==> src/inc/cpc_pkg.sv <==
package cpc_pkg;
    // ****************************************
    // register map
    // ****************************************
    localparam logic [3:0] CPC_REG_CTRL = 4'h0;
    localparam logic [3:0] CPC_REG_LEN = 4'h4;
    localparam logic [3:0] CPC_REG_TIME = 4'h8;
    localparam logic [3:0] CPC_REG_STAT = 4'hc;
    localparam int CPC_CTRL_TS_POS = 0;
    localparam int CPC_CTRL_RB_POS = 1;
    localparam int CPC_CTRL_GSR_POS = 2;
    localparam logic [2:0] CPC_CTRL_RST = 3'h0;
    localparam logic [15:0] CPC_LEN_RST = 16'h0010;
    localparam logic [7:0] CPC_TIME_RST = 8'h11;
    localparam int CPC_TIME_DONE_POS = 0;
    localparam int CPC_TIME_REL_POS = 4;
    localparam int CPC_STAT_MODE_POS = 8;
    localparam int CPC_STAT_CNT_POS = 16;

    // ****************************************
    // configuration modes
    // ****************************************
    localparam logic [2:0] CPC_MODE_MSER = 3'h0;
    localparam logic [2:0] CPC_MODE_MPAR = 3'h1;
    localparam logic [2:0] CPC_MODE_APER = 3'h2;
    localparam logic [2:0] CPC_MODE_SPER = 3'h3;
    localparam logic [2:0] CPC_MODE_SPAR = 3'h4;
    localparam logic [2:0] CPC_MODE_SSER = 3'h7;

    // ****************************************
    // timing
    // ****************************************
    localparam int CPC_CLK_MHZ = 50;
    localparam int CPC_CONFIG_CLOCK_HALF_NS = 100;
    localparam int CPC_CONFIG_CLOCK_HALF_CYC =
        (CPC_CONFIG_CLOCK_HALF_NS * CPC_CLK_MHZ + 999) / 1000;
    localparam int CPC_CLEAR_NS = 1000;
    localparam int CPC_CLEAR_CYC = (CPC_CLEAR_NS * CPC_CLK_MHZ + 999) / 1000;

    typedef enum logic [6:0] {
        ST_CLEAR = 7'b0000001,
        ST_WAIT = 7'b0000010,
        ST_LOAD = 7'b0000100,
        ST_DONE_DLY = 7'b0001000,
        ST_DONE_WAIT = 7'b0010000,
        ST_STARTUP = 7'b0100000,
        ST_USER = 7'b1000000
    } cpc_state_t;

    // pins arriving from outside the clock domain
    typedef struct packed {
        logic program_restart_n;
        logic reset;
        logic rb_trig_n;
        logic init;
        logic done;
        logic config_clock;
        logic wr_n;
        logic rd_n;
        logic cs0_n;
        logic cs1;
        logic lsb_data_bit;
        logic [6:0] data_hi;
        logic [2:0] config_mode_select;
    } cpc_pins_t;
endpackage : cpc_pkg

==> src/rtl/cpc_config_ctrl.sv <==
`timescale 1ns/10ps
// Contract
// - during configuration user pins float with weak pull-up on
// - reset pin during configuration restarts the load from scratch
// - after configuration reset pin is plain input or global set/reset
// - master and async peripheral modes drive the configuration clock
// - completion pin is open-drain, released high only when finished
// - start-up waits while anybody holds the completion pin low
// - low program input restarts configuration and resets scan logic
// - low readback trigger during configuration floats all pins
// - option decides whether trigger floats pins after configuration
// - with readback on, trigger fall starts readback from frame zero
// - serial out carries readback data, else scan test data
// - peripheral mode shows ready; async read shows it on status bit
// - master parallel mode drives a read strobe on ready pin
// - serial modes shift serial input on configuration clock
// - options time completion release and later pin release
// - configuration pins return to user pins when done
// - init pin held low while configuration memory clears
// - external low on init pin holds the wait state
// - mode pins latched on rising init pin
// - status bit high is ready, low is busy
module cpc_config_ctrl #(
    parameter int LEN_W = 16,
    parameter int ADDR_OUT_W = 18
) (
    input wire logic clk,
    input wire logic sys_rst,
    input wire cpc_pkg::cpc_pins_t pins_in,
    input wire logic tdo_in,
    input wire logic rb_data_in,
    input wire logic [3:0] reg_addr,
    input wire logic [31:0] reg_wdata,
    input wire logic reg_wr,
    input wire logic reg_rd,
    output logic [31:0] reg_rdata,
    output logic init_out,
    output logic init_oe,
    output logic done_out,
    output logic done_oe,
    output logic config_clock_out,
    output logic config_clock_oe,
    output logic ready_out,
    output logic ready_oe,
    output logic status_data_bit,
    output logic status_data_oe,
    output logic [ADDR_OUT_W-1:0] mem_addr,
    output logic serial_out,
    output logic [7:0] cfg_byte,
    output logic cfg_byte_vld,
    output logic global_three_state,
    output logic user_io_en,
    output logic weak_pullup_en,
    output logic logic_cell_set_reset,
    output logic user_reset_in,
    output logic scan_reset,
    output logic rb_start,
    output logic rb_active
);
    import cpc_pkg::*;

    // ****************************************
    // synchronisers
    // ****************************************
    cpc_pins_t s1_q, s2_q, s3_q;
    always_ff @(posedge clk) begin
        if (sys_rst) begin
            s1_q <= '1;
            s2_q <= '1;
            s3_q <= '1;
        end else begin
            s1_q <= pins_in;
            s2_q <= s1_q;
            s3_q <= s2_q;
        end
    end

    cpc_state_t st_q;
    logic [2:0] mode_q;
    logic [2:0] ctrl_q;
    logic [LEN_W-1:0] len_q, cnt_q;
    logic [7:0] time_q;
    logic [15:0] clr_q;
    logic [3:0] dly_q;
    logic [7:0] config_clock_div_q;
    logic config_clock_q, tick_q, rdy_q;
    logic [2:0] bit_q;
    logic [7:0] sh_q;
    logic [ADDR_OUT_W-1:0] rb_addr_q;

    wire in_cfg = st_q != ST_USER;
    wire drive_clk = mode_q == CPC_MODE_MSER || mode_q == CPC_MODE_MPAR ||
        mode_q == CPC_MODE_APER;
    wire serial_mode = mode_q == CPC_MODE_MSER || mode_q == CPC_MODE_SSER;
    wire periph = mode_q == CPC_MODE_APER || mode_q == CPC_MODE_SPER;
    wire sel = !s2_q.cs0_n && s2_q.cs1;
    wire wr_fall = !s2_q.wr_n && s3_q.wr_n;
    wire init_rise = s2_q.init && !s3_q.init;
    wire trig_fall = !s2_q.rb_trig_n && s3_q.rb_trig_n;
    wire restart = !s2_q.program_restart_n || (s2_q.reset && in_cfg &&
        st_q != ST_CLEAR);
    // bytes: async peripheral takes them on write, others on clock tick
    wire take = st_q == ST_LOAD && (mode_q == CPC_MODE_APER ?
        (wr_fall && sel) : (tick_q && (mode_q != CPC_MODE_SPAR ||
        (sel && !s2_q.wr_n))));
    wire byte_done = take && (!serial_mode || bit_q == 3'h7);

    // ****************************************
    // register port
    // ****************************************
    always_ff @(posedge clk) begin
        if (sys_rst) begin
            ctrl_q <= CPC_CTRL_RST;
            len_q <= LEN_W'(CPC_LEN_RST);
            time_q <= CPC_TIME_RST;
        end else if (reg_wr) begin
            case (reg_addr)
                CPC_REG_CTRL: ctrl_q <= reg_wdata[2:0];
                CPC_REG_LEN: len_q <= reg_wdata[LEN_W-1:0];
                CPC_REG_TIME: time_q <= reg_wdata[7:0];
                default: ;
            endcase
        end
    end

    always_ff @(posedge clk) begin
        if (sys_rst) begin
            reg_rdata <= 32'h0;
        end else if (reg_rd) begin
            case (reg_addr)
                CPC_REG_CTRL: reg_rdata <= {29'h0, ctrl_q};
                CPC_REG_LEN: reg_rdata <= 32'(len_q);
                CPC_REG_TIME: reg_rdata <= {24'h0, time_q};
                CPC_REG_STAT: reg_rdata <= (32'(cnt_q) << CPC_STAT_CNT_POS) |
                    (32'(mode_q) << CPC_STAT_MODE_POS) | 32'(st_q);
                default: reg_rdata <= 32'h0;
            endcase
        end else begin
            reg_rdata <= 32'h0;
        end
    end

    // ****************************************
    // sequencer
    // ****************************************
    // delays count configuration clock ticks, so a stopped slave clock
    // also stalls start-up, as a real part would
    always_ff @(posedge clk) begin
        if (sys_rst || restart) begin
            st_q <= ST_CLEAR;
            clr_q <= 16'h0;
            dly_q <= 4'h0;
            cnt_q <= '0;
        end else begin
            case (st_q)
                ST_CLEAR: begin
                    clr_q <= clr_q + 16'h1;
                    if (clr_q == 16'(CPC_CLEAR_CYC - 1))
                        st_q <= ST_WAIT;
                end
                ST_WAIT: begin
                    cnt_q <= '0;
                    if (init_rise)
                        st_q <= ST_LOAD;
                end
                ST_LOAD: begin
                    if (byte_done) begin
                        cnt_q <= cnt_q + LEN_W'(1);
                        if (cnt_q == len_q - LEN_W'(1))
                            st_q <= ST_DONE_DLY;
                    end
                end
                ST_DONE_DLY: begin
                    if (tick_q)
                        dly_q <= dly_q + 4'h1;
                    if (dly_q >= time_q[CPC_TIME_DONE_POS+:4]) begin
                        st_q <= ST_DONE_WAIT;
                        dly_q <= 4'h0;
                    end
                end
                ST_DONE_WAIT: begin
                    if (s2_q.done)
                        st_q <= ST_STARTUP;
                end
                ST_STARTUP: begin
                    if (tick_q)
                        dly_q <= dly_q + 4'h1;
                    if (dly_q >= time_q[CPC_TIME_REL_POS+:4])
                        st_q <= ST_USER;
                end
                ST_USER: ;
                default: st_q <= ST_CLEAR;
            endcase
        end
    end

    always_ff @(posedge clk) begin
        if (sys_rst) begin
            mode_q <= CPC_MODE_MSER;
        end else if (st_q == ST_WAIT && init_rise) begin
            mode_q <= s2_q.config_mode_select;
        end
    end

    // ****************************************
    // configuration clock
    // ****************************************
    always_ff @(posedge clk) begin
        if (sys_rst || !drive_clk || st_q == ST_USER ||
            st_q == ST_CLEAR || st_q == ST_WAIT) begin
            config_clock_div_q <= 8'h0;
            config_clock_q <= 1'b0;
        end else if (config_clock_div_q == 8'(CPC_CONFIG_CLOCK_HALF_CYC - 1)) begin
            config_clock_div_q <= 8'h0;
            config_clock_q <= !config_clock_q;
        end else begin
            config_clock_div_q <= config_clock_div_q + 8'h1;
        end
    end

    always_ff @(posedge clk) begin
        if (sys_rst) begin
            tick_q <= 1'b0;
        end else if (drive_clk) begin
            tick_q <= !config_clock_q && config_clock_div_q == 8'(CPC_CONFIG_CLOCK_HALF_CYC - 1);
        end else begin
            tick_q <= s2_q.config_clock && !s3_q.config_clock;
        end
    end

    // ****************************************
    // data path
    // ****************************************
    always_ff @(posedge clk) begin
        if (sys_rst || st_q != ST_LOAD) begin
            bit_q <= 3'h0;
            sh_q <= 8'h0;
            cfg_byte <= 8'h0;
            cfg_byte_vld <= 1'b0;
        end else begin
            cfg_byte_vld <= byte_done;
            if (take && serial_mode) begin
                sh_q <= {sh_q[6:0], s2_q.lsb_data_bit};
                bit_q <= bit_q + 3'h1;
                if (bit_q == 3'h7)
                    cfg_byte <= {sh_q[6:0], s2_q.lsb_data_bit};
            end else if (take) begin
                cfg_byte <= {s2_q.data_hi, s2_q.lsb_data_bit};
            end
        end
    end

    always_ff @(posedge clk) begin
        if (sys_rst || st_q != ST_LOAD) begin
            mem_addr <= '0;
        end else if (mode_q == CPC_MODE_MPAR && byte_done) begin
            mem_addr <= mem_addr + ADDR_OUT_W'(1);
        end
    end

    // ready drops on a byte written in async peripheral mode and returns on the next clock tick
    always_ff @(posedge clk) begin
        if (sys_rst || st_q != ST_LOAD) begin
            rdy_q <= 1'b1;
        end else if (mode_q == CPC_MODE_APER && wr_fall && sel) begin
            rdy_q <= 1'b0;
        end else if (tick_q) begin
            rdy_q <= 1'b1;
        end
    end

    // ****************************************
    // configuration pins
    // ****************************************
    always_ff @(posedge clk) begin
        if (sys_rst) begin
            init_out <= 1'b0;
            init_oe <= 1'b1;
            done_out <= 1'b0;
            done_oe <= 1'b1;
            config_clock_out <= 1'b0;
            config_clock_oe <= 1'b0;
            ready_out <= 1'b0;
            ready_oe <= 1'b0;
            status_data_bit <= 1'b0;
            status_data_oe <= 1'b0;
        end else begin
            init_out <= 1'b0;
            init_oe <= st_q == ST_CLEAR;
            done_out <= 1'b0;
            done_oe <= st_q == ST_CLEAR || st_q == ST_WAIT ||
                st_q == ST_LOAD || st_q == ST_DONE_DLY;
            config_clock_out <= config_clock_q;
            config_clock_oe <= drive_clk && in_cfg && st_q != ST_CLEAR &&
                st_q != ST_WAIT;
            ready_out <= mode_q == CPC_MODE_MPAR ? tick_q : rdy_q;
            ready_oe <= st_q == ST_LOAD &&
                (periph || mode_q == CPC_MODE_MPAR);
            status_data_bit <= rdy_q;
            // a concurrent write wins over the status read
            status_data_oe <= st_q == ST_LOAD && mode_q == CPC_MODE_APER &&
                sel && !s2_q.rd_n && s2_q.wr_n;
        end
    end

    // ****************************************
    // user side and readback
    // ****************************************
    always_ff @(posedge clk) begin
        if (sys_rst) begin
            global_three_state <= 1'b1;
            user_io_en <= 1'b0;
            weak_pullup_en <= 1'b1;
            logic_cell_set_reset <= 1'b0;
            user_reset_in <= 1'b0;
            scan_reset <= 1'b1;
        end else begin
            global_three_state <= !s2_q.rb_trig_n && (in_cfg ||
                ctrl_q[CPC_CTRL_TS_POS]);
            // trigger only floats user pins when the option allows it
            user_io_en <= st_q == ST_USER && (s2_q.rb_trig_n ||
                !ctrl_q[CPC_CTRL_TS_POS]);
            weak_pullup_en <= in_cfg;
            logic_cell_set_reset <= st_q == ST_USER && s2_q.reset &&
                ctrl_q[CPC_CTRL_GSR_POS];
            user_reset_in <= st_q == ST_USER && s2_q.reset;
            scan_reset <= !s2_q.program_restart_n;
        end
    end

    // readback ends once a full image of len bytes has been shifted out
    always_ff @(posedge clk) begin
        if (sys_rst || in_cfg) begin
            rb_active <= 1'b0;
            rb_start <= 1'b0;
            rb_addr_q <= '0;
        end else begin
            rb_start <= trig_fall && ctrl_q[CPC_CTRL_RB_POS];
            if (trig_fall && ctrl_q[CPC_CTRL_RB_POS]) begin
                rb_active <= 1'b1;
                rb_addr_q <= '0;
            end else if (rb_active && tick_q) begin
                rb_addr_q <= rb_addr_q + ADDR_OUT_W'(1);
                if (rb_addr_q == ADDR_OUT_W'({len_q, 3'h0}) -
                    ADDR_OUT_W'(1))
                    rb_active <= 1'b0;
            end
        end
    end

    always_ff @(posedge clk) begin
        if (sys_rst) begin
            serial_out <= 1'b0;
        end else begin
            serial_out <= rb_active ? rb_data_in : tdo_in;
        end
    end
endmodule : cpc_config_ctrl

==> config.mk <==
export PLATFORM = sky130hd
export DESIGN_NAME = cpc_config_ctrl
export DESIGN_NICKNAME = d
export VERILOG_FILES = /design/src/inc/cpc_pkg.sv /design/src/rtl/cpc_config_ctrl.sv
export SDC_FILE = /design/constraint.sdc
export NUM_CORES = 1
export LEC_CHECK = 0
export ABC_CLOCK_PERIOD_IN_PS = 2800
export BUFFER_PORTS_ARGS = -buffer_cell sky130_fd_sc_hd__buf_2
export CAP_MARGIN = 25
export CORE_MARGIN = 5
export CORE_UTILIZATION = 59
export CTS_BUF_LIST = sky130_fd_sc_hd__clkbuf_8
export DETAILED_ROUTE_END_ITERATION = 6
export PLACE_DENSITY = 0.84
export SLEW_MARGIN = 20
export SYNTH_ARGS = -nofsm -noshare
export SYNTH_HDL_FRONTEND = slang
export SYNTH_SLANG_ARGS = --single-unit
==> constraint.sdc <==
create_clock -name clk -period 2.8 [get_ports clk]
set_clock_uncertainty 0.15 [all_clocks]
set_input_delay 0.14 -clock clk [delete_from_list [all_inputs] [get_ports clk]]
set_output_delay 0.14 -clock clk [all_outputs]
set_load 0.05 [all_outputs]
After elaboration in Yosys (flattened, before gate mapping). Cells that the tools add are included. Widths: inputs -> output; s select.

Word-level logic and storage cells: 220. Bits of input ports: 63. Output and inout bits: 78. Register bits after elaboration: 234.

Order comparisons: 2. Bitwise gates (word level): 4. Eq/ne operators: 32. Reductions and logical operators: 81. Mux-type cells: 26. Add/sub/neg operators: 9.

Operators by type and width (number): $pmux 32 s4 (1); $mux 7 (7); $pmux 7 s7 (1); $add 18x1->18 const B (2); $add 16x1->16 const B (2); $logic_and 1x1->1 (32); $or 32x11->32 (1); $or 32x7->32 (1); $pmux 16 s2 (1); $mux 8 (3); $logic_or 1x1->1 (20); $eq 18x18->1 (1); $sub 18x1->18 const B (1); $eq 16x16->1 (1); $eq 16x6->1 const B (1); $mux 16 (1); $sub 16x1->16 const B (1); $ne 2x2->1 const B (7); $reduce_and 2->1 (6); $reduce_bool 2->1 (6); $logic_not 1->1 (11); $mux 1 (9); $add 8x1->8 const B (1); $eq 4x4->1 const B (2); other kinds (28) (35).

Depth between registers and ports, before layout. Gate-level depths: netlist of the first run.

Word-level depth: 10. Gate-level depth with buffers: 10. Mapped depth without buffers: 9.

Worst setup path before layout of the first run. OpenSTA, ideal clock, no wires.

Kind: reg-to-reg. Start: register len_q[0]. End: register st_q[2]. Period minus slack after synthesis: 2.543 ns. Data arrival time: 2.276 ns. Stages on the path, launching flop included: 9. Setup slack: 0.257 ns. Path through: dfxtp_1 > clkbuf_1 > or4_1 > nor2_1 > xnor2_1 > o221ai_1 > a2111oi_0 > nand4_1 > and4b_1.

Word-level cells in the longest chain between the ends: 4.

Ends and longest elaborated chain: start, declared (line cpc_config_ctrl.sv:81) `logic [LEN_W-1:0] len_q, cnt_q;`; start signal, assigned (line cpc_config_ctrl.sv:114) `len_q <= LEN_W'(CPC_LEN_RST);`; start signal, assigned (line cpc_config_ctrl.sv:119) `CPC_REG_LEN: len_q <= reg_wdata[LEN_W-1:0];`; $sub 16x1->16 (line cpc_config_ctrl.sv:169) `if (cnt_q == len_q - LEN_W'(1))`; $eq 16x16->1 (line cpc_config_ctrl.sv:169); $ne 2x2->1 (no line); $reduce_and 8->1 (no line); end signal, assigned (line cpc_config_ctrl.sv:170) `st_q <= ST_DONE_DLY;`; end signal, assigned (line cpc_config_ctrl.sv:177) `st_q <= ST_DONE_WAIT;`; end signal, assigned (line cpc_config_ctrl.sv:183) `st_q <= ST_STARTUP;`; end, declared (line cpc_config_ctrl.sv:78) `cpc_state_t st_q;`.

Every way passes these cells. A chain may end at the register's enable or synchronous reset.

Worst setup path in the final report of the first run.
Start: register len_q[2]. End: register st_q[2].

Same word-level chain as after synthesis.

==> results of run 1 <==
## synth_stat cells, drive strengths merged, types with 3 or more instances
library cell | number | area share [%]
nand3b | 10 | 0.77
a211oi | 11 | 0.85
nor4 | 13 | 0.90
a21oi | 68 | 3.5
nor3b | 6 | 0.51
nor4b | 3 | 0.27
ha | 19 | 2.4
or4 | 3 | 0.23
and2 | 27 | 1.7
a211o | 3 | 0.27
or2 | 48 | 3.1
clkbuf | 42 | 1.6
a221oi | 3 | 0.51
xnor2 | 38 | 3.4
or3 | 17 | 1.1
o21ai | 27 | 1.4
a22oi | 14 | 1.1
buf | 15 | 0.88
and4b | 4 | 0.41
and3 | 26 | 1.7
nand3 | 38 | 1.9
xor2 | 59 | 5.3
dfxtp | 234 | 48
nor2 | 128 | 4.9
mux2i | 17 | 1.7
nor3 | 15 | 0.87
nor2b | 6 | 0.38
inv | 27 | 1.0
nand4b | 4 | 0.36
nand4 | 21 | 1.3
nand2 | 109 | 4.2
nand2b | 8 | 0.51
a22o | 3 | 0.27
## metrics by stage
step	cells	instance area, sq um	TNS, ns
finish	1534	12100	0
global route	1534	12100	-0.0116
CTS	1533	12000	0
detailed placement	1414	10700	0
global placement	1414	10700	0
floorplan	1095	9770	0
## worst paths after layout
check             slack, ns   startpoint  cells past startpoint             to
setup / recovery       0.15     len_q[2]                      7        st_q[2]
hold reg to reg        0.25     s1_q[20]                      1       s2_q[20]
setup reg to reg       0.15     len_q[2]                      7        st_q[2]
hold / removal          0.1  reg_addr[2]                      5  reg_rdata[11]
## power by group
group / internal (mW) / switching [mW]
clock: 1.89 / 1.35
combinational: 0.134 / 0.145
sequential: 3.37 / 0.0212
## what timing repair did
action                                 4_1_cts  5_1_grt
setup endpoints to repair                    0       12
setup buffers                                0        1
endpoints found under the hold margin       60        0
hold buffers                                51        0
gates resized for setup                      0        6
## metal layers
metal  track usage (%)  vias to the layer above  wire length, microns
met5                 0                        -                     0
met4              11.2                        0                   914
met3              4.66                       79                  1460
met2              43.2                      296                 11900
met1              30.6                     3877                 10100
li1                  -                     4122                     -
## worst min-delay path, cell delays in order
cell and delay, ns:
buf_2 0.13, nand2_1 0.10, nor4b_1 0.07, buf_4 0.16, and2_1 0.15
## logic make-up (layout without fill, tap and decap cells)
family          Yosys count  in the layout
fa+ha+maj                19             19
mux                      17             17
buf+inv                  84            303
other cells               1              2
compound gates          151            151
simple gates            491            491
xor+xnor                 97             97
flops                   234            234
## state kept, by name (all words and copies together), names as in the netlist, 4 cells and up
register            flops
reg_rdata              32
s1_q                   21
s2_q                   21
mem_addr               18
rb_addr_q              18
clr_q                  16
cnt_q                  16
len_q                  16
cfg_byte                8
config_clock_div_q      8
time_q                  8
sh_q                    7
st_q                    7
dly_q                   4
s3_q                    4
## cell type report
cell class / count / area [sq um] / area share [%]
clock buffers: 47 / 647 / 5.36
clock inverters: 21 / 201 / 1.67
inverters: 27 / 101 / 0.840
multi-input cells: 777 / 4770 / 39.5
flip-flops and latches: 234 / 4680 / 38.8
well taps: 220 / 275 / 2.28
repair buffers: 208 / 1380 / 11.5
==> results_dict.tcl, run 1 <==
set metrics [dict create \
    finalSetupViolCount 0 \
    ys_types 67 \
    fin_util_pct 73.5 \
    drc_errors 0 \
    io_pins 141 \
    grt_pass1_vias 8333 \
    synth-edff-count 0 \
    hold_path.class "input port to flop" \
    insertedDiodeCount 0 \
    final_common_cell "dfxtp_1" \
    cts_tree "yes" \
    drt-total-wl_microns 24300 \
    syn_area_sq_um 9770 \
    htreeDepth 2 \
    nets 1368 \
    dp_hpwl_microns 15900 \
    syn_inst 1094 \
    ant_nets 0 \
    max-vdd-ir-drop_v 0.000414 \
    async_reset_ff_share_pct 0 \
    grt_first_pass_wirelength_microns 40400 \
    yosys.area_share.simple_pct 25.6 \
    cellLeakagePower_nw 4.83 \
    wl_per_cell_microns 15.8 \
    period_minus_slack_ns 2.65 \
    synthXorXnorAreaFrac_pct 8.70 \
    grt_use_total_pct 25.0 \
    place.gp.congestion 0.897 \
    crit_family "simple AND/OR/NAND/NOR gates" \
    status "finished clean" \
    cp.required_ns 3.08 \
    crit_chain "or4_1 > nor4_1 > a21oi_1 > a2bb2oi_1 > a2111oi_0 > nand4_1 > and4b_1" \
    relSlewSlack_pct 50.6 \
    tightest_slew_ns 0.740 \
    place_ws_ns 0.176 \
    cts_buffers 38 \
    ys_seq_area_share_pct 48.0 \
    vias 8374 \
    critPathKind "flop to flop" \
    antenna_found_initial 0 \
    yosys.area_share.adder_pct 2.43 \
    max-clock-path-buffers 3 \
    fill_cells 1122 \
    synth_compound_area_share_pct 9.97 \
    drt-pass1-iter-count 6 \
    insertion_delay_ns 0.53 \
    crit_path_max_incr_delay_ns 0.60 \
    vias_per_cell 5.46 \
    whs_ns 0.0994 \
    cp-start-kind "flop" \
    coreArea_sq_um 16400 \
    cp_max_fo 9 \
    drive_above_1_share_pct 21.2 \
    maxCapViolCount 0 \
    yosys_warnings 0 \
    final_cell_mix "dfxtp_1, nor2_1, buf_2, nand2_1, a21oi_1" \
    slew_viol_final 0 \
    totalPowerFinal_mw 6.92 \
    cts.clk_slew.worst_paths_ns 0.06 \
    max_freq_ghz 0.378 \
    dieArea_sq_um 19200 \
    synth_top_family_by_area "simple AND/OR/NAND/NOR gates" \
    die-height_microns 139 \
    rows 47 \
    fp.dieW_microns 139 \
    drt_iter0_drc 662 \
    port_buffers 122 \
    fin_crit_sh_pct 94.6 \
    slowest_stage "or4_1" \
    ys_seq_elements 234 \
    synth.avg_cell_area_sq_um 8.93 \
    synthFlopType "dfxtp_1" \
    power_per_cell_area_nw_per_um2 574 \
    cts_sinks 234 \
    arrival_ns 2.93 \
    initial_core_util_pct 59.5 \
    endpoint_kind "flop" \
    hold_violations 0 \
    overflow 0 \
    fin_ws_ns 0.152 \
    critPathBufInv 0 \
    syn_to_final_growth_pct 23.5 \
    muxShareOfSynthArea_pct 1.74 \
    cts-root-buf "clkbuf_8" \
    grt_max_degree 47 \
]
Power figures use the tool's default switching activity.
==> run 2: changes to the inputs <==
ABC_CLOCK_PERIOD_IN_PS = 3230   (was 2800)
CORE_UTILIZATION = 60   (was 59)
PLACE_DENSITY = 0.85   (was 0.84)
clock period = 3.23 ns   (was 2.8 ns; I/O delays follow)
==> results_dict.tcl, run 2 (synthesized netlist as in run 1, its figures left out) <==
set metrics [dict create \
    status "finished clean" \
    cp-start-kind "flop" \
    r2r_end "st_q[2]" \
    cp.required_ns 3.50 \
    period_minus_slack_ns 2.87 \
    reg2regPathDepth 9 \
    grt_use_total_pct 24.7 \
    critPathKind "flop to flop" \
    place.gp.congestion 0.917 \
    coreArea_sq_um 15900 \
    dp_hpwl_microns 15700 \
    maxCapViolCount 0 \
    top_register "reg_rdata" \
    nets 1345 \
    cts_buffers 37 \
    power_per_cell_area_nw_per_um2 476 \
    cts_resized 0 \
    cts-root-buf "clkbuf_8" \
    hold_path.class "input port to flop" \
    final_cell_mix "dfxtp_1, nor2_1, buf_2, nand2_1, a21oi_1" \
    drt-pass1-iter-count 6 \
    fill_cells 1132 \
    r2r_slack_ns 0.36 \
    cp_max_fo 9 \
    grt_pass1_vias 7982 \
    finalSetupTns_ns 0 \
    rsz0062_at_grt "false" \
    cts_tree "yes" \
    ant_nets 0 \
    drt_iter0_drc 641 \
    max-clock-path-buffers 3 \
    final_cells 1504 \
    vias_per_cell 5.54 \
    fin_util_pct 73.5 \
    rows 46 \
    antenna_found_initial 0 \
    fin_crit_sh_pct 88.9 \
    holdPathStages 4 \
    endpoint_kind "flop" \
    drt-total-wl_microns 23500 \
    finalSetupViolCount 0 \
    vias 8336 \
    regArea_sq_um 4680 \
    cts.clk_slew.worst_paths_ns 0.06 \
    tightest_slew_ns 1.01 \
    htreeDepth 2 \
    drive_above_1_share_pct 19.1 \
    syn_to_final_growth_pct 20.0 \
    grt_first_pass_wirelength_microns 37800 \
    max_freq_ghz 0.348 \
    cellLeakagePower_nw 4.65 \
    dieArea_sq_um 18900 \
    arrival_ns 3.14 \
    dp_cells 1393 \
    port_buffers 122 \
    wl_per_cell_microns 15.6 \
    slew_viol_final 0 \
    reg_top3 "reg_rdata (32), s1_q (21), s2_q (21)" \
    die-height_microns 138 \
    io_pins 141 \
    relSlewSlack_pct 31.5 \
    insertion_delay_ns 0.53 \
    max-vdd-ir-drop_v 0.000345 \
    initial_core_util_pct 61.3 \
    cts_sinks 234 \
    overflow 0 \
    insertedDiodeCount 0 \
    multiInputGateArea_sq_um 4750 \
    hold_violations 0 \
    final_common_cell "dfxtp_1" \
    fp.dieW_microns 138 \
    cp-endpoint "st_q[2]" \
    drc_errors 0 \
    largest_reg_flops 32 \
    r2r_start "len_q[0]" \
    critPathLaunch "len_q[0]" \
    grt_max_degree 41 \
]
-- run 2: cell types whose count changed in the layout (fill, tap and decap cells not counted), moves of 2 or more --
cell,previous run,this run
buf_4,35,17
inv_1,37,42
clkbuf_8,47,42
dlygate4sd3_1,51,47
clkinvlp_4,2,0
bufinv_16,4,1
-- run 2: what timing repair did --
action                    CTS  global route
hold endpoints to repair   60             0
hold buffers               47             0
setup buffers               0             0
-- run 2: worst max-delay path, cell delays in order (launching register included) --
cell and delay [ns]:
dfxtp_1 0.38, inv_1 0.10, ha_1 0.21, nor3b_2 0.48, nand2_1 0.27, nor3_1 0.37
xnor2_1 0.13, nor4_1 0.20, nand4_1 0.22, and4b_1 0.25
-- run 2: worst min path at each step --
stage                            from            end  slack, ns
after CTS                 reg_addr[2]  reg_rdata[15]      0.007
after detailed placement   pins_in[9]        s1_q[9]       0.20
final                     reg_addr[2]  reg_rdata[15]       0.07
after global routing           reg_rd  reg_rdata[14]       0.05
after global placement     pins_in[6]        s1_q[6]       0.19
after floorplan            pins_in[0]        s1_q[0]       0.12
-- run 2: routing by layer --
layer  GRT usage (%)  wire length [microns]
met3            4.31                   1450
met1            30.3                   9780
met5               0                      0
met4            12.1                    935
met2            41.6                  11300
-- run 2: layout make-up --
| cell class | instances | area share (%) |
|---|---|---|
| Clock buffer | 42 | 4.93 |
| Clock inverter | 22 | 1.08 |
| Inverter | 27 | 0.865 |
| Multi-Input combinational cell | 777 | 40.5 |
| Sequential cell | 234 | 40.0 |
| Tap cell | 216 | 2.31 |
| Timing Repair Buffer | 186 | 10.3 |
-- run 2: power by group --
group	internal [mW]	total, mW	switching (mW)
clock	1.27	2.40	1.12
combinational	0.111	0.231	0.121
sequential	2.92	2.94	0.0190
total	4.31	5.57	1.26
-- run 2: stage by stage --
step                      hold slack, ns  worst slack (ns)  instance area [sq um]  power, mW
after floorplan                    0.115             0.687                   9770       3.12
after global placement             0.194             0.456                  10500       3.18
after detailed placement           0.195             0.406                  10500       3.19
after CTS                        0.00663             0.409                  11700       5.61
after global routing              0.0477            0.0643                  11700       5.77
final                             0.0652             0.359                  11700       5.57
